===== src/port_af_pkg.sv =====
`default_nettype none
package port_af_pkg;
	// ==========================================================
	// register file addresses (12-bit register space)
	localparam logic [11:0] PORT_A_INPUT_ADDR = 12'hFD2;
	localparam logic [11:0] PORT_B_INPUT_ADDR = 12'hFD6;
	localparam logic [11:0] PORT_C_INPUT_ADDR = 12'hFDA;
	// ==========================================================
	// port address / control pair per port (A at base, B +4, C +8)
	localparam logic [11:0] PORT_A_SUBADDR_ADDR = 12'hFD0;
	localparam logic [11:0] PORT_A_CONTROL_ADDR = 12'hFD1;
	localparam logic [11:0] PORT_STRIDE = 12'h004;
	// ==========================================================
	// sub-register selectors written to the port address register
	localparam logic [7:0] SUB_ALT_ENABLE = 8'h02;
	localparam logic [7:0] SUB_ALT_SEL_ONE = 8'h07;
	localparam logic [7:0] SUB_ALT_SEL_TWO = 8'h08;
	// ==========================================================
	// reset values
	localparam logic [7:0] ALT_TWO_RESET = 8'h00;
	localparam logic [7:0] ALT_TWO_RESET_SMALL_A = 8'h04;
	localparam logic [7:0] ZERO_BYTE = 8'h00;
	// ==========================================================
	// pins present per package: small package has six port A pins
	localparam logic [7:0] SMALL_A_PRESENT = 8'h3F;
	localparam logic [7:0] SMALL_BC_PRESENT = 8'h00;
	localparam logic [7:0] LARGE_PRESENT = 8'hFF;
	localparam int NUM_PORTS = 3;
	// ==========================================================
	// port A bit positions of fixed functions, then the port B clock input
	localparam int PA_TIMER0_IO = 0;
	localparam int PA_TIMER0_OUT = 1;
	localparam int PA_SER_DE = 2;
	localparam int PA_SER_CTS = 3;
	localparam int PA_SER_RX = 4;
	localparam int PA_SER_TX = 5;
	localparam int PA_TIMER1_IO = 6;
	localparam int PA_TIMER1_OUT = 7;
	localparam int PB_CLOCK_IN = 3;
endpackage : port_af_pkg
`default_nettype wire


===== src/port_alt_function_and_input.sv =====
// Contract
// set-two sub-register visible only when selector 08H
// set-two resets 00H; small-package port A 04H
// input value registers read-only, sampled pin levels
// absent pins read as zero
// port A: enable alone connects fixed function
// set bits choose function only when enabled
// PA0/PA6 timer input or inverted output
// large-package port A function map
// software sets clock-input function, then oscillator
// pins pass two-stage synchroniser before reads
`default_nettype none
module port_alt_function_and_input (
	input wire logic clk,
	input wire logic reset,
	input wire logic smallPackage,
	input wire logic regWrite,
	input wire logic regRead,
	input wire logic [11:0] regAddr,
	input wire logic [7:0] regWriteData,
	output logic [7:0] regReadData,
	input wire logic [7:0] portAPins,
	input wire logic [7:0] portBPins,
	input wire logic [7:0] portCPins,
	input wire logic [7:0] portAData,
	input wire logic timerZeroOutput,
	input wire logic timerOneOutput,
	input wire logic timerZeroInputMode,
	input wire logic timerOneInputMode,
	input wire logic serialDriverEnable,
	input wire logic serialTransmitLine,
	output logic [7:0] portAOut,
	output logic [7:0] portAAltActive,
	output logic timerZeroInput,
	output logic timerOneInput,
	output logic serialClearToSend,
	output logic serialReceiveLine,
	output logic externalClockInput,
	output logic [7:0] altSelectOneBits,
	output logic [7:0] altSelectTwoBits
);
	localparam int N = port_af_pkg::NUM_PORTS;

	logic [7:0] subAddr_r [N];
	logic [7:0] subAddr_nxt [N];
	logic [7:0] altEnable_r [N];
	logic [7:0] altEnable_nxt [N];
	logic [7:0] selOne_r [N];
	logic [7:0] selOne_nxt [N];
	logic [7:0] selTwo_r [N];
	logic [7:0] selTwo_nxt [N];
	logic [7:0] readData_r;
	logic [7:0] readData_nxt;
	logic [7:0] syncA;
	logic [7:0] syncB;
	logic [7:0] syncC;
	logic [7:0] presentA;
	logic [7:0] presentBC;
	logic [7:0] maskedIn [N];
	logic [7:0] ctlRead [N];
	logic [N-1:0] hitSub;
	logic [N-1:0] hitCtl;
	logic [7:0] twoResetA;

	// ==========================================================
	// pin synchronisers, one per port
	pin_sync syncPortA (
		.clk(clk),
		.reset(reset),
		.pinsIn(portAPins),
		.pinsOut(syncA)
	);
	pin_sync syncPortB (
		.clk(clk),
		.reset(reset),
		.pinsIn(portBPins),
		.pinsOut(syncB)
	);
	pin_sync syncPortC (
		.clk(clk),
		.reset(reset),
		.pinsIn(portCPins),
		.pinsOut(syncC)
	);

	// ==========================================================
	// package masks; absent pins never leak a level
	assign presentA = smallPackage ? port_af_pkg::SMALL_A_PRESENT
		: port_af_pkg::LARGE_PRESENT;
	assign presentBC = smallPackage ? port_af_pkg::SMALL_BC_PRESENT
		: port_af_pkg::LARGE_PRESENT;
	assign maskedIn[0] = syncA & presentA;
	assign maskedIn[1] = syncB & presentBC;
	assign maskedIn[2] = syncC & presentBC;
	assign twoResetA = smallPackage ? port_af_pkg::ALT_TWO_RESET_SMALL_A
		: port_af_pkg::ALT_TWO_RESET;

	// ==========================================================
	// per-port address decode and sub-register storage
	genvar p;
	generate
		for (p = 0; p < N; p++)
		begin : gPort
			localparam logic [11:0] OFS = 12'(p * 4);
			assign hitSub[p] = regAddr == port_af_pkg::PORT_A_SUBADDR_ADDR + OFS;
			assign hitCtl[p] = regAddr == port_af_pkg::PORT_A_CONTROL_ADDR + OFS;

			// control register shows the selected sub-register
			always_comb
			begin
				unique case (subAddr_r[p])
					port_af_pkg::SUB_ALT_ENABLE: ctlRead[p] = altEnable_r[p];
					port_af_pkg::SUB_ALT_SEL_ONE: ctlRead[p] = selOne_r[p];
					port_af_pkg::SUB_ALT_SEL_TWO: ctlRead[p] = selTwo_r[p];
					default: ctlRead[p] = port_af_pkg::ZERO_BYTE;
				endcase
			end

			// next values of address and sub-registers
			always_comb
			begin
				subAddr_nxt[p] = subAddr_r[p];
				altEnable_nxt[p] = altEnable_r[p];
				selOne_nxt[p] = selOne_r[p];
				selTwo_nxt[p] = selTwo_r[p];
				if (regWrite && hitSub[p])
					subAddr_nxt[p] = regWriteData;
				if (regWrite && hitCtl[p])
				begin
					if (subAddr_r[p] == port_af_pkg::SUB_ALT_ENABLE)
						altEnable_nxt[p] = regWriteData;
					// port A has no set-one register: its writes dropped
					if (p != 0 && subAddr_r[p] == port_af_pkg::SUB_ALT_SEL_ONE)
						selOne_nxt[p] = regWriteData;
					if (subAddr_r[p] == port_af_pkg::SUB_ALT_SEL_TWO)
						selTwo_nxt[p] = regWriteData;
				end
			end

			always_ff @(posedge clk)
			begin
				if (reset)
				begin
					subAddr_r[p] <= port_af_pkg::ZERO_BYTE;
					altEnable_r[p] <= port_af_pkg::ZERO_BYTE;
					selOne_r[p] <= port_af_pkg::ZERO_BYTE;
					selTwo_r[p] <= (p == 0) ? twoResetA
						: port_af_pkg::ALT_TWO_RESET;
				end
				else
				begin
					subAddr_r[p] <= subAddr_nxt[p];
					altEnable_r[p] <= altEnable_nxt[p];
					selOne_r[p] <= selOne_nxt[p];
					selTwo_r[p] <= selTwo_nxt[p];
				end
			end
		end
	endgenerate

	// ==========================================================
	// read mux; input registers ignore writes entirely
	always_comb
	begin
		readData_nxt = readData_r;
		if (regRead)
		begin
			readData_nxt = port_af_pkg::ZERO_BYTE;
			if (regAddr == port_af_pkg::PORT_A_INPUT_ADDR)
				readData_nxt = maskedIn[0];
			else if (regAddr == port_af_pkg::PORT_B_INPUT_ADDR)
				readData_nxt = maskedIn[1];
			else if (regAddr == port_af_pkg::PORT_C_INPUT_ADDR)
				readData_nxt = maskedIn[2];
			else
				for (int i = 0; i < N; i++)
				begin
					if (hitSub[i])
						readData_nxt = subAddr_r[i];
					if (hitCtl[i])
						readData_nxt = ctlRead[i];
				end
		end
	end

	always_ff @(posedge clk)
	begin
		if (reset)
			readData_r <= port_af_pkg::ZERO_BYTE;
		else
			readData_r <= readData_nxt;
	end

	assign regReadData = readData_r;

	// ==========================================================
	// port A fixed mapping: enable bit alone selects function
	always_comb
	begin
		portAOut = portAData;
		portAAltActive = altEnable_r[0] & presentA;
		// timer pins: input mode leaves pad undriven, else complement
		if (altEnable_r[0][port_af_pkg::PA_TIMER0_IO])
		begin
			portAOut[port_af_pkg::PA_TIMER0_IO] = ~timerZeroOutput;
			portAAltActive[port_af_pkg::PA_TIMER0_IO] = !timerZeroInputMode;
		end
		if (altEnable_r[0][port_af_pkg::PA_TIMER1_IO])
		begin
			portAOut[port_af_pkg::PA_TIMER1_IO] = ~timerOneOutput;
			portAAltActive[port_af_pkg::PA_TIMER1_IO] = !timerOneInputMode
				&& !smallPackage;
		end
		// on the small package PA1 is the clock input, not an output
		if (altEnable_r[0][port_af_pkg::PA_TIMER0_OUT])
		begin
			portAOut[port_af_pkg::PA_TIMER0_OUT] = timerZeroOutput;
			if (smallPackage)
				portAAltActive[port_af_pkg::PA_TIMER0_OUT] = 1'b0;
		end
		if (altEnable_r[0][port_af_pkg::PA_SER_DE])
			portAOut[port_af_pkg::PA_SER_DE] = serialDriverEnable;
		if (altEnable_r[0][port_af_pkg::PA_SER_TX])
			portAOut[port_af_pkg::PA_SER_TX] = serialTransmitLine;
		if (altEnable_r[0][port_af_pkg::PA_TIMER1_OUT])
			portAOut[port_af_pkg::PA_TIMER1_OUT] = timerOneOutput;
		// input pins are never driven
		portAAltActive[port_af_pkg::PA_SER_CTS] = 1'b0;
		portAAltActive[port_af_pkg::PA_SER_RX] = 1'b0;
		// unclaimed pads keep port data, so a timer pin left in input
		// mode or an absent pad never shows a stray peripheral level
		portAOut = (portAOut & portAAltActive)
			| (portAData & ~portAAltActive);
	end

	// ==========================================================
	// inputs toward peripherals; idle levels when not selected
	assign timerZeroInput = altEnable_r[0][port_af_pkg::PA_TIMER0_IO]
		&& timerZeroInputMode && maskedIn[0][port_af_pkg::PA_TIMER0_IO];
	assign timerOneInput = altEnable_r[0][port_af_pkg::PA_TIMER1_IO]
		&& timerOneInputMode && maskedIn[0][port_af_pkg::PA_TIMER1_IO];
	// idle high: clear-to-send is active low, receive line idles high
	assign serialClearToSend = !altEnable_r[0][port_af_pkg::PA_SER_CTS]
		|| maskedIn[0][port_af_pkg::PA_SER_CTS];
	assign serialReceiveLine = !altEnable_r[0][port_af_pkg::PA_SER_RX]
		|| maskedIn[0][port_af_pkg::PA_SER_RX];

	// external clock pin: PA1 on small package, else PB3 (software
	// must enable this before switching the oscillator source)
	assign externalClockInput = smallPackage
		? (altEnable_r[0][port_af_pkg::PA_TIMER0_OUT]
			&& syncA[port_af_pkg::PA_TIMER0_OUT])
		: (altEnable_r[1][port_af_pkg::PB_CLOCK_IN]
			&& syncB[port_af_pkg::PB_CLOCK_IN]);

	// set bits go out gated by enable, port B copy shown
	assign altSelectOneBits = selOne_r[1] & altEnable_r[1];
	assign altSelectTwoBits = selTwo_r[1] & altEnable_r[1];
endmodule : port_alt_function_and_input
`default_nettype wire


===== src/pin_sync.sv =====
`default_nettype none
module pin_sync (
	input wire logic clk,
	input wire logic reset,
	input wire logic [7:0] pinsIn,
	output logic [7:0] pinsOut
);
	logic [7:0] stageOne_r;
	logic [7:0] stageOne_nxt;
	logic [7:0] stageTwo_r;
	logic [7:0] stageTwo_nxt;

	// ==========================================================
	// two flops; first stage feeds only the second
	always_comb
	begin
		stageOne_nxt = pinsIn;
		stageTwo_nxt = stageOne_r;
	end

	always_ff @(posedge clk)
	begin
		if (reset)
		begin
			stageOne_r <= port_af_pkg::ZERO_BYTE;
			stageTwo_r <= port_af_pkg::ZERO_BYTE;
		end
		else
		begin
			stageOne_r <= stageOne_nxt;
			stageTwo_r <= stageTwo_nxt;
		end
	end

	assign pinsOut = stageTwo_r;
endmodule : pin_sync
`default_nettype wire


===== config.mk =====
export PLATFORM = sky130hd
export DESIGN_NAME = port_alt_function_and_input
export DESIGN_NICKNAME = d
export VERILOG_FILES = /design/src/port_af_pkg.sv /design/src/port_alt_function_and_input.sv /design/src/pin_sync.sv
export SDC_FILE = /design/constraint.sdc
export NUM_CORES = 1
export LEC_CHECK = 0
export BUFFER_PORTS_ARGS = -buffer_cell sky130_fd_sc_hd__buf_2
export CAP_MARGIN = 10
export CORE_ASPECT_RATIO = 1.75
export CORE_MARGIN = 1.5
export CORE_UTILIZATION = 60
export CTS_CLUSTER_SIZE = 24
export DETAILED_ROUTE_END_ITERATION = 7
export PLACE_DENSITY_LB_ADDON = 0.15
export SYNTH_ARGS = -nofsm -noshare
export SYNTH_HDL_FRONTEND = slang
export SYNTH_SLANG_ARGS = --single-unit

===== constraint.sdc =====
create_clock -name clk -period 3.7 [get_ports clk]
set_input_delay 0.185 -clock clk [delete_from_list [all_inputs] [get_ports clk]]
set_output_delay 0.185 -clock clk [all_outputs]
set_load 0.02 [all_outputs]

# Word level (Yosys, flattened, before mapping)
# Memory sizes are Yosys's and may differ from the RTL's.
# Cells that the tools add are included.
# W data, S select, Z words.
[op_classes]
muxes = 60
n_reduce_logical = 20
n_eq_ne = 18
n_bitwise = 24
[ops]
columns = ["op", "n"]
rows = [
  ["$mux W8", 42],
  ["$eq A12 B12 Y1 const B", 9],
  ["$pmux W8 S3", 3],
  ["$and A8 B8 Y8", 8],
  ["$eq A8 B2 Y1 const B", 3],
  ["$eq A8 B3 Y1 const B", 3],
  ["$eq A8 B4 Y1 const B", 3],
  ["$mux W1", 14],
  ["$logic_and A1 B1 Y1", 13],
  ["$or A1 B1 Y1", 12],
  ["$not A8 Y8", 1],
  ["$or A8 B8 Y8", 1],
  ["$logic_not A1 Y1", 5],
  ["$mux W3", 1],
  ["$logic_or A1 B1 Y1", 2],
  ["$not A1 Y1", 2],
]
[totals]
ram_bits = 96
mem_count = 4
reg_bits = 56
word_cells = 133
[memory_table]
columns = ["memory", "depth", "width", "rd", "rd_clocked_by_memory_dff", "wr", "line", "rtl"]
rows = [
  ["altEnable_r", 3, 8, 3, 0, 3, "port_alt_function_and_input.sv:46", "logic [7:0] altEnable_r [N];"],
  ["selOne_r", 3, 8, 3, 0, 3, "port_alt_function_and_input.sv:48", "logic [7:0] selOne_r [N];"],
  ["selTwo_r", 3, 8, 3, 0, 3, "port_alt_function_and_input.sv:50", "logic [7:0] selTwo_r [N];"],
  ["subAddr_r", 3, 8, 3, 0, 3, "port_alt_function_and_input.sv:44", "logic [7:0] subAddr_r [N];"],
]

# Depth between registers and ports, before layout
# Gate-level depths: netlist of run 1.
# An unclocked memory read counts as a cell.
[depth]
ltp_word = 11
ltp_mapped = 8

# Hierarchy
# From an unflattened synthesis of run 1, not the netlist that was laid out.
[unflattened]
hier_cells = 708
hier_area_um2 = 6490.0
[by_module_without_submodules]
columns = ["module", "cells_each", "area_each_um2", "n_inst"]
rows = [
  ["port_alt_function_and_input", 609, 5097.4, 1],
  ["pin_sync", 33, 464.2, 3],
]

# Worst setup path after synthesis of run 1
# OpenSTA, ideal clock, no wires.
[synth_timing]
path_type = "reg2reg"
startpoint = "mem subAddr_r[2][4]"
endpoint = "mem selTwo_r[2][2]"
required_time_ps = 3572
setup_time_ps = 128
path_buffers = 0
path_stages_with_launch = 7
arrival_ps = 1803
synth_period_minus_slack_ps = 1931
slack_ps = 1769
path_cell_list = "dfxtp_1 or4_4 nor3_4 nand4_4 nor3_4 mux2i_1 nor2_1"
[synth_rtl]
columns = ["item", "line"]
rows = [
  ["from (decl)", "port_alt_function_and_input.sv:44"],
  ["to (decl)", "port_alt_function_and_input.sv:50"],
]

==> results summary, run 1 <==
The met1 usage in global routing is between 30% and 40%. The data arrival time of the critical path is 2.59 ns. The number of buffers on the longest clock path came out at 2. The final hold violation count came to 0. The worst max-slew margin expressed relative to the limit is between 20% and 30%. The register-to-register setup slack came out at around 1.4 ns.

The number of distinct standard cells referenced by the synthesized netlist is between 50 and 60. The cell area reported after detailed placement is around 0.007 mm2. The maximum clock rate came out at ~440 MHz. After clock tree synthesis, the clock-pin slew on the worst setup and hold paths is roughly 0.06 ns. The count of placed standard cells in the final layout, fillers left out is ~960.

The most numerous cell type found on the critical path is a211oi_1. The starting density of the core came out at ~62%. Dividing the detail-routed wire length by the instance count gives 18.4 um. The synthesized instance count came out at between 700 and 800. The proportion of netlist area held by the largest area contributor is 44.8%. The first-pass GRT wire length is ~28 mm. The pin count of the biggest net entering global routing is 125. The data required time at the worst endpoint is about 4 ns. The count of standard-cell rows came out at slightly below 50.

In this run the critical register-to-register path is captured at regReadData[7]$_SDFFE_PP0P_. In the final design database the tool counted about 890 nets. For the finished layout, the period the worst path requires is between 2 and 2.5 ns.

In this design, the stage delay of the slowest critical-path cell is a little under 0.6 ns. TritonCTS built the clock tree. The finished cells cover 0.00764 mm2. The global routing's busiest layer is met2.

The number of levels in the clock H-tree came out at 4. The fraction of power spent switching nets is a little under a quarter. Walking the worst path, the cells encountered are or4_4 > nor3_2 > nand2_1 > o21ai_0 > a211oi_1 > a211oi_1. The slowest stage of the critical path belongs to the cell or4_4. The startpoint identified for the worst register-to-register timing path is subAddr_r[2][4]$_SDFFE_PP0P_. Prior to clock tree synthesis, the placed netlist has a worst setup slack of roughly 1.3 ns.

The clock sink total is about 140. The run finished with clean final reports. The setup skew after layout came out at 0.00893 ns. CTS placed an instance of clkbuf_16 at the clock tree root. Cell internal power was estimated by the tool at around 2700 uW. The final count of negative-setup-slack endpoints is 0.

Buffers inserted during clock tree synthesis total 17. Global routing used ~7% of the available met3 tracks. STA classifies the critical path startpoint as a flip-flop. The commonest non-fill, non-tap cell in the layout is dfxtp_1. Summed over all failing endpoints, the final setup total negative slack is 0 ns. The number of enable flip-flop cells after synthesis is 1. The top cell types in the final layout, fill and taps aside, are 143 x dfxtp_1, 100 x buf_2, 85 x nand2_1. The part of the power in the clock network came out at roughly half.

The worst vdd rail ir drop is 0.428 mV. Post-CTS timing repair inserted 0 buffers for setup. The number of slew-limit violations in the final report came to 0.

The maximum net fanout on the critical path is 8. The number of max-capacitance violations reported is 0. The first-iteration detailed-routing DRC count came out at between 400 and 500. The top cell type by total area after synthesis is dfxtp_1. The repair_antennas step left the layout with diodes totalling 0. The total via count after detailed routing is between 5000 and 6000. The top-level I/O count came out at between 100 and 150. The number of warnings printed during yosys synthesis is 0. The latest clock arrival within the worst-skew pair is around 0.42 ns. The final cell utilization of the core came out at 74.2%.

In the routed layout, each cell is associated on average with a via count of roughly 6.0. The die outline height came out at ~140 um. The transition time at the pin with the least slew margin came out at 1.18 ns. The mapped netlist covers between 0.006 and 0.007 mm2. In this run the static leakage power is between 0.003 and 0.004 uW.

Following the worst setup path forward leads to its endpoint at regReadData[7]$_SDFFE_PP0P_. The most critical setup path has its startpoint at subAddr_r[2][4]$_SDFFE_PP0P_. The switching power summed over all nets is ~810 uW. The critical path is of the reg2reg type. Dividing the final minimum period by the clock period gives between 60% and 70%. After synthesis, the cell types taking the most area are dfxtp_1 45%, mux2i_1 9.1%, nor2b_1 6.3%. The placer's final routability congestion estimate is 0.960.

The die is 81.0 um wide. Counting tap cells, the placed design contains a total of ~900 instances. The post-detailed-route DRC marker count came out at 0. The worst hold path belongs to the class in2reg. The via count of the first global-routing pass came out at a little under 6000. The part of the power in combinational logic is around 5.5%. The half-perimeter wire length of the detailed placement result is 11.9 mm. The number of synthesized register bits came out at approximately 140.

The total routing usage reported by global routing is between 30% and 40%. The worst-case reg-to-reg path depth came out at 6. The sequential-to-total area share from yosys stat is between 40 and 50%.

The total die area is 0.0113 mm2. The core region is between 0.01 and 0.015 mm2. The routed wire length is ~18 mm.

The first detailed-routing pass ran for 6 iterations. The power per standard cell area came out at 455 mW/mm2. The worst hold path begins at portBPins[6]. The worst setup path is captured at a flip-flop. The total congestion overflow after global routing came out at 0. The post-synthesis async set-or-reset flop share came out at 0%. Setup repair after global routing left no endpoint under its margin.

Among all flip-flop cells after synthesis, the most frequent one is dfxtp_1. The setup slack of the critical path after layout is roughly 1.4 ns. The relative area change from synthesis to final layout is 19.5%. The mean post-synth cell area is approximately 8.7 um2. The quantity of I/O buffers inserted on ports is 101.

The initial antenna violation count came out at 0. The layout cell share with drive strength beyond 1 is 18.3%. The relative contribution of sequential cells to total power came out at 45.8%. The residual antenna-violating net count after detailed routing is 0.

The met2 routing resource usage after global routing came out at a little under three fifths.
routing by layer:
layer / routed length [um] / up-vias
li1: - / 2706
met1: 6530 / 2756
met2: 8990 / 258
met3: 1020 / 75
met4: 1180 / 0
met5: 0 / -
timing repair:
item | CTS | global route
gates resized for setup | 0 | 0
hold buffers | 21 | 0
endpoints found under the hold margin | 21 | 0
metrics by stage:
stage / hold slack [ns] / power (uW)
finish: 0.00188 / 3480
global route: 0.0105 / 3580
CTS: 0.00328 / 3480
detailed placement: 0.370 / 1790
global placement: 0.370 / 1790
floorplan: 0.313 / 1730
critical path, delay by kind of cell, from the launching register on:
| family | cells | cell delay, ns |
|---|---|---|
| flip-flops | 1 | 0.34 |
| AO/OA/AOI/OAI | 3 | 0.57 |
| AND/OR/NAND/NOR | 3 | 1.25 |
state kept, by name, summed over array words and instances (netlist names):
signal,flops
syncPortC.pinsOut,8
regReadData,8
selTwo_r,24
syncPortA.stageOne_r,8
selOne_r,16
syncPortC.stageOne_r,8
subAddr_r,24
syncPortB.pinsOut,8
altEnable_r,24
syncPortB.stageOne_r,8
syncPortA.pinsOut,8
cell type report:
cell class	count	area (um2)
tap	127	159
clock buffer	19	433
inverter	11	41.3
clock inverter	13	150
multi-input combinational	525	3230
sequential	144	2890
timing repair buffer	124	733
fill	751	2660
power by group through the flow:
stage | Sequential (uW) | Combinational (uW) | Clock (uW)
floorplan | 1630 | 102 | 0
global placement | 1630 | 165 | 0
detailed placement | 1630 | 169 | 0
CTS | 1590 | 187 | 1700
global route | 1590 | 207 | 1780
finish | 1590 | 192 | 1690
synthesized netlist by cell type, drive strengths merged (7+ instances only):
cell / n
nand2b: 10
nand2: 85
mux2i: 58
clkbuf: 42
nor2b: 64
nor3: 8
and2: 17
a22oi: 22
nand4: 7
nor3b: 7
a31oi: 8
dfxtp: 143
buf: 12
inv: 11
o211ai: 8
nor2: 84
a22o: 7
a21oi: 49
o21ai: 31
kinds of logic after synthesis:
logic type,share of synthesized area (%)
simple gates,26.4
compound gates,14.1
flops,45.2
buf+inv,4.27
xor+xnor,0.137
mux,9.78
other cells,0.0586
worst min-delay path by stage:
stage,cells past startpoint,endpoint,slack [ns]
3_5_place_dp,0,portAOut[4],0.37
3_3_place_gp,0,portAOut[4],0.37
2_1_floorplan,1,syncPortA.stageOne_r[0]$_SDFF_PP0_,0.31
4_1_cts,2,syncPortB.stageOne_r[6]$_SDFF_PP0_,0.003
6_report,2,syncPortB.stageOne_r[6]$_SDFF_PP0_,0.002
5_1_grt,2,syncPortC.stageOne_r[1]$_SDFF_PP0_,0.01
Power figures use the tool's default switching activity.
==> run 2, diff against run 1 <==
Settings changed: ABC_AREA from default to 1, CORE_UTILIZATION 60 to 57.
Clock period 3.7 ns to 2.3 ns, I/O delays scaled along.
==> results summary, run 2 <==
The run finished, with violations left. The final reports fail on design-rule violations. The worst vdd rail ir drop is 0.593 mV (+39%). The number of cells after detailed placement is 1113 (+22%).

The setup skew after layout came out at 0.0123 ns (+0.00336 ns). The fraction of power spent switching nets came out at 24.7% (+1.3 points). The half-perimeter wire length of the detailed placement result came out at 13.0 mm (+9.6%). The clock buffer count from CTS is 17 (unchanged). TritonCTS built the clock tree. The class of the most critical hold timing path is in2reg. The maximum clock rate is 517 MHz (+17%). The part of the power in combinational logic is 5.4% (about the same).

The via count of the first global-routing pass came out at 5913 (+2.2%). The clock sink total is 144 (unchanged). The first-pass GRT wire length came to 29.1 mm (+3.4%). On the critical path, the stage with the largest delay is an instance of nor3_4. The post-placement setup slack came out at 0.400 ns (-0.892 ns). The leakage power came out at 0.00369 uW (+15%). The part of the power in the clock network is 49.0% (+0.3 points). The worst max-slew margin expressed relative to the limit is 59.3% (+38 points). The number of slew-limit violations in the final report came out at 0 (unchanged).

STA classifies the critical path startpoint as a flip-flop. The transition time at the pin with the least slew margin is 0.608 ns (-0.568 ns). The starting density of the core came to 58.5% (-3.6 points). The number of buffers on the longest clock path is 2 (unchanged).

The average wire per cell in the routed design is 15.6 um (-15%). The count of placed standard cells in the final layout, fillers left out came to 1171 (+22%). The element type at the critical path end is a flip-flop. The master cell of the clock root buffer is clkbuf_16.

The post-synthesis async set-or-reset flop share is 0% (unchanged). The met2 routing resource usage after global routing came out at 52.3% (-3.1 points). The x dimension of the die is 85.2 um (+5.1%). dfxtp_1 is the most common cell in the netlist. The number of max-capacitance violations reported came out at 0 (unchanged). Setup repair after global routing left no endpoint under its margin. The final hold violation count is 0 (unchanged). The sequential-to-total area share from yosys stat was 43.0% (-2.3 points). The relative contribution of sequential cells to total power is 45.6% (-0.2 points). The power per standard cell area is 688 mW/mm2 (+51%). The data arrival time of the critical path came out at 2.27 ns (-0.32 ns). The switching power summed over all nets came out at 1380 uW (+70%). The synthesized instance count came to 907 (+24%).

The setup path with the least slack is of type reg2reg. The final antenna diode count was 0 (unchanged). In the final layout, the registers with the most flip-flops are altEnable_r (24), selTwo_r (24), subAddr_r (24). The post-layout minimum cycle time is 1.94 ns (-0.327 ns). The mean post-synth cell area is 7.42 um2 (-15%).

The quantity of I/O buffers inserted on ports was 101 (unchanged). The signal on the critical path passes through inv_1 > nand2_1 > nor2_1 > nand2_1 > nor3_4 > nor2_1 > a211oi_1. The relative area change from synthesis to final layout came out at 20.6%. The post-detailed-route DRC marker count is 4 (+4). The internal portion of total power is 4210 uW (+58%).

The proportion of netlist area held by the largest area contributor came to 42.5% (-2.2 points). The number of levels in the clock H-tree is 4 (unchanged). The first-iteration detailed-routing DRC count is 402 (-15%). The number of warnings printed during yosys synthesis came out at 0 (unchanged). The latest clock arrival within the worst-skew pair is 0.42 ns (about the same). The total die area came out at 0.0125 mm2 (+10%). The area of the core is 0.0115 mm2 (+12%). The clock transition at the register clock pins on the worst setup and hold paths after CTS is 0.06 ns (about the same). The top-level I/O count came out at 108 (unchanged).

The number of enable flip-flop cells after synthesis is 1 (unchanged). The number of synthesized register bits was 144 (unchanged). The placer's final routability congestion estimate is 0.961 (about the same). The total congestion overflow after global routing came out at 0 (unchanged).

The number of search-and-repair iterations in the first detailed-routing pass is 7 (+1). The pin count of the biggest net entering global routing came out at 84 (-33%). The synthesized design spends more area on one cell type than any other, namely dfxtp_1. Leaving out fill and tap cells, the most frequent cell in the layout is dfxtp_1. The global routing's busiest layer is met2. The final count of negative-setup-slack endpoints is 0 (unchanged). The maximum net fanout on the critical path is 16 (+8). The total negative setup slack came out at 0 ns (unchanged). After synthesis, the most frequently instantiated cells are 143 x dfxtp_1, 141 x nor2_1, 131 x nand2_1. The layout cell share with drive strength beyond 1 came out at 20.4% (+2.1 points). The delay contributed by the slowest stage of the critical path is 0.56 ns (-0.02 ns).

The synthesized area came to 0.00673 mm2 (+5.3%). Ranked by total cell area, the synthesized netlist is headed by dfxtp_1 43%, nor2_1 7.9%, nand2_1 7.3%. The met3 global-route usage came out at 5.39% (-1.4 points).

The number of distinct standard cells referenced by the synthesized netlist came out at 36 (-39%). The met1 usage in global routing came to 32.9% (-3.2 points). The routed wire length is 18.3 mm (+3.0%). The buffers inserted during post-CTS setup optimization is 0 (unchanged). For this run, the leading register cell type out of synthesis is dfxtp_1. The data required time at the worst endpoint came out at 2.63 ns (-1.40 ns). The total routing usage reported by global routing came out at 30.0% (-2.9 points). The initial antenna violation count came to 0 (unchanged). The top cell types in the final layout, fill and taps aside, are 143 x dfxtp_1, 141 x nor2_1, 131 x nand2_1. The total via count after detailed routing is 6240 (+7.7%). The die outline height was 147 um (+5.2%).

The portion of the clock cycle consumed by the worst path in the final layout is 84.2% (+23 points). The setup slack of the critical path after layout is 0.364 ns (-1.07 ns). The count of standard-cell rows is 52 (+6.1%).

The number of nets in the final layout came out at 1086 (+23%). The post-detailed-route via-to-cell ratio came to 5.33 (-11%). The residual antenna-violating net count after detailed routing came to 0 (unchanged).
==> run 2: power groups by stage <==
stage	Clock [uW]	Sequential, uW	Combinational, uW
floorplan	0	2600	154
global placement	0	2610	261
detailed placement	0	2610	263
CTS	2760	2550	298
global route	2890	2550	327
finish	2740	2550	302
==> run 2: final timing paths <==
| kind | startpoint | to | slack, ns | cells after the start |
|---|---|---|---|---|
| worst max-delay path | subAddr_r[0][0]$_SDFFE_PP0P_ | altEnable_r[0][6]$_SDFFE_PP0P_ | 0.36 | 7 |
| worst min-delay path | regWriteData[1] | subAddr_r[0][1]$_SDFFE_PP0P_ | 0.002 | 3 |
| worst max register to register | subAddr_r[0][0]$_SDFFE_PP0P_ | altEnable_r[0][6]$_SDFFE_PP0P_ | 0.36 | 7 |
| worst min register to register | syncPortC.stageOne_r[1]$_SDFF_PP0_ | syncPortC.pinsOut[1]$_SDFF_PP0_ | 0.40 | 2 |
==> run 2: worst max-delay path, delay by kind of cell (launching register included) <==
family	cells	cell delay (ns)
DFF	1	0.32
buffers and inverters	1	0.08
AOI/OAI and AO/OA	1	0.17
and+or+nand+nor	5	1.29
==> run 2: timing repair <==
action                    4_1_cts  5_1_grt
gates resized for setup         0        0
hold endpoints to repair       26        0
hold buffers                   26        0
==> run 2: metal layers <==
layer / vias to the layer above / wire [um]
met3: 70 / 766
li1: 3191 / -
met1: 2773 / 7060
met5: - / 0
met4: 0 / 1130
met2: 206 / 9300
==> run 2: cell type report <==
| type | instances | area (um2) |
|---|---|---|
| clock buffer | 19 | 443 |
| clock inverter | 13 | 146 |
| fill | 974 | 3400 |
| inverter | 129 | 484 |
| multi-input combinational | 592 | 3110 |
| sequential | 144 | 2890 |
| tap | 135 | 169 |
| timing repair buffer | 139 | 871 |
==> run 2: cell families (layout without fill, tap and decap cells) <==
kind of cell	count (synthesis)	in the layout	share of synthesized area, %
flip-flops	144	144	43.0
AO/OA/AOI/OAI	149	149	13.5
AND/OR/NAND/NOR	438	438	32.1
buffers and inverters	172	300	10.8
other	1	2	0.0557
multiplexers	3	3	0.502
==> run 2: stage by stage <==
step / hold slack [ns] / total power, uW / area [um2] / util [%]
2_1_floorplan: 0.222 / 2760 / 6740 / -
3_5_place_dp: 0.230 / 2870 / 7270 / 63.1
3_3_place_gp: 0.230 / 2870 / 7270 / 63.1
6_report: 0.00215 / 5590 / 8120 / 70.5
5_1_grt: 0.0224 / 5770 / 8120 / 70.5
4_1_cts: 0.00172 / 5610 / 8120 / 70.5
==> run 3, diff against run 2 <==
Settings changed: ABC_AREA 1 to 0, CORE_UTILIZATION 57 to 51.
Clock period 2.3 ns to 1.7 ns, I/O delays scaled along.
==> results summary, run 3 (same netlist as run 1, synthesis figures left out) <==
The combined flip-flop and latch cell area is 0.00290 mm2 (+0.22%). The flow ran to the end, but the final reports show violations. The worst setup path is launched from a flip-flop. The cell area reported after detailed placement came out at 0.00746 mm2 (+2.5%). The setup skew after layout is 0.00900 ns (-0.00328 ns). The portion of the clock cycle consumed by the worst path in the final layout came to 117% (+33 points). The worst max-slew margin expressed relative to the limit came to 64.4% (+5.1 points). The final total power is 7910 uW (+42%). The count of standard-cell rows came out at 54 (+3.8%). The starting density of the core came out at 51.7% (-6.7 points). The total via count after detailed routing is 5978 (-4.2%). In the final layout, the registers with the most flip-flops are altEnable_r (24), selTwo_r (24), subAddr_r (24). The register-to-register setup slack came out at -0.30 ns (-0.66 ns).

The layout cell share with drive strength beyond 1 was 31.5% (+11 points). The top-level I/O count was 108 (unchanged). The checks that failed: negative setup slack. The leakage power came to 0.00371 uW (+0.49%).

The post-placement setup slack was -0.224 ns (-0.624 ns). The quantity of I/O buffers inserted on ports came out at 101 (unchanged). The worst setup path is of the reg2reg kind. The final antenna diode count came out at 0 (unchanged). The clock buffer count from CTS came out at 17 (unchanged). The half-perimeter wire length of the detailed placement result came to 13.3 mm (+1.9%). The x dimension of the die came out at 87.6 um (+2.9%). The relative area change from synthesis to final layout is 36.3%. The number of levels in the clock H-tree was 4 (unchanged).

The final hold violation count is 0 (unchanged). The placer's final routability congestion estimate is 0.964 (+0.34%). The latest clock arrival within the worst-skew pair came out at 0.42 ns (about the same). The commonest non-fill, non-tap cell in the layout is dfxtp_1. The post-detailed-route via-to-cell ratio came out at 5.53 (+3.8%). The total congestion overflow after global routing is 0 (unchanged).

The path class of the tightest hold or removal check is in2reg. The pin count of the biggest net entering global routing is 57 (-32%). The number of max-capacitance violations reported is 0 (unchanged). The post-layout minimum cycle time came to 2.00 ns (+0.0603 ns). The first-iteration detailed-routing DRC count is 484 (+20%). The data required time at the worst endpoint came out at 2.01 ns (-0.62 ns). The number of buffers on the longest clock path is 2 (unchanged). Setup repair after global routing could not meet its margin everywhere. The initial antenna violation count is 0 (unchanged). The number of filler cells placed in the layout is 982 (+0.82%). The total die area came out at 0.0132 mm2 (+6.0%). The final count of negative-setup-slack endpoints came out at 72 (+72). The power per standard cell area is 908 mW/mm2 (+32%). The most critical setup path has its startpoint at subAddr_r[2][5]$_SDFFE_PP0P_. The capture point of the worst path is altEnable_r[2][0]$_SDFFE_PP0P_.

The transition time at the pin with the least slew margin came out at 0.534 ns (-0.0749 ns). The element type at the critical path end is a flip-flop. The worst-case reg-to-reg path depth came out at 8 (+1).

The routed wire length was 19.3 mm (+5.5%). The average wire per cell in the routed design came to 17.8 um (+14%). The clock transition at the register clock pins on the worst setup and hold paths after CTS is 0.06 ns (about the same). The post-detailed-route DRC marker count came to 0 (-4). The total routing usage reported by global routing came to 29.9% (-0.13 points). The setup slack of the critical path after layout is -0.296 ns (-0.660 ns). The number of search-and-repair iterations in the first detailed-routing pass came out at 5 (-2). The die outline height is 151 um (+3.0%). The worst vdd rail ir drop came to 0.700 mV (+18%). The via count of the first global-routing pass came out at 5801 (-1.9%). The maximum net fanout on the critical path is 8 (-8). The TritonCTS clock tree is built.

The clock sink total came out at 144 (unchanged). The first-pass GRT wire length is 29.6 mm (+1.4%). The maximum clock rate came to 501 MHz (-3.0%). The combined area of the multi-input logic cells is 0.00349 mm2 (+12%). The area of the core came out at 0.0124 mm2 (+7.4%). Leaving out fill and tap cells, the most frequent cells in the layout are 138 x dfxtp_1, 100 x buf_2, 79 x nor2_1. The residual antenna-violating net count after detailed routing came to 0 (unchanged).

The worst register-to-register path begins at subAddr_r[2][5]$_SDFFE_PP0P_. The number of nets in the final layout was 964 (-11%). The reg-to-reg critical path endpoint is altEnable_r[2][0]$_SDFFE_PP0P_. The cell area after layout is 0.00871 mm2 (+7.3%). The data arrival time of the critical path is 2.30 ns (+0.03 ns). The root buffer cell chosen for the clock tree is clkbuf_16. The number of slew-limit violations in the final report came to 0 (unchanged).
run 3: critical path, stage by stage, from the launching register on:
cell     delay, ns
dfxtp_2       0.32
or4_4         0.56
nor3_4        0.21
nand4_4       0.14
buf_6         0.16
nor2_4        0.09
buf_12        0.14
mux2i_2       0.21
nor2_1        0.06
run 3: repair_timing:
item                                    CTS  global route
hold buffers                             24             0
buffers inserted                          8             5
endpoints found under the hold margin    24             0
resized for setup                        51            36
pin swaps                                33            24
endpoints found under the setup margin   73            75
run 3: worst min-delay path by stage:
| stage | start | to | slack, ns | cells past startpoint |
|---|---|---|---|---|
| final | regRead | regReadData[7]$_SDFFE_PP0P_ | 0.06 | 3 |
| after global routing | regWriteData[7] | subAddr_r[0][7]$_SDFFE_PP0P_ | 0.07 | 3 |
| after CTS | regRead | regReadData[7]$_SDFFE_PP0P_ | 0.04 | 3 |
| after detailed placement | portAData[3] | portAOut[3] | 0.17 | 0 |
| after global placement | portAData[3] | portAOut[3] | 0.17 | 0 |
| after floorplan | portAPins[0] | syncPortA.stageOne_r[0]$_SDFF_PP0_ | 0.21 | 1 |
run 3: stage by stage:
stage | cells | util, % | hold slack (ns) | setup TNS, ns
CTS | 1076 | 69.0 | 0.0423 | -6.48
global route | 1081 | 70.5 | 0.0746 | -15.40
finish | 1081 | 70.5 | 0.0608 | -11.22
floorplan | 734 | - | 0.213 | -5.60
detailed placement | 1014 | 60.3 | 0.170 | -10.85
global placement | 1014 | 60.3 | 0.170 | -8.28
run 3: per-layer routing:
metal  track usage [%]  vias up  share of wire, %
met1              32.4     2828                37
met5                 0        -                 0
met2              52.3      221                52
met4              21.2        0               5.9
met3              4.20       71               4.6
li1                  -     2858                 -
run 3: report_power, final:
group          internal, uW  switching (uW)  total, uW
logic                   196             266        462
registers              3440            24.0       3470
clock network          2500            1480       3980
run 3: cell type report:
type                            instances  share of cell area (%)
Inverter                               11                   0.474
Multi-Input combinational cell        525                    40.0
Timing Repair Buffer                  202                    16.6
Clock buffer                           19                    5.08
Tap cell                              168                    2.41
Sequential cell                       144                    33.3
Clock inverter                         12                    2.11
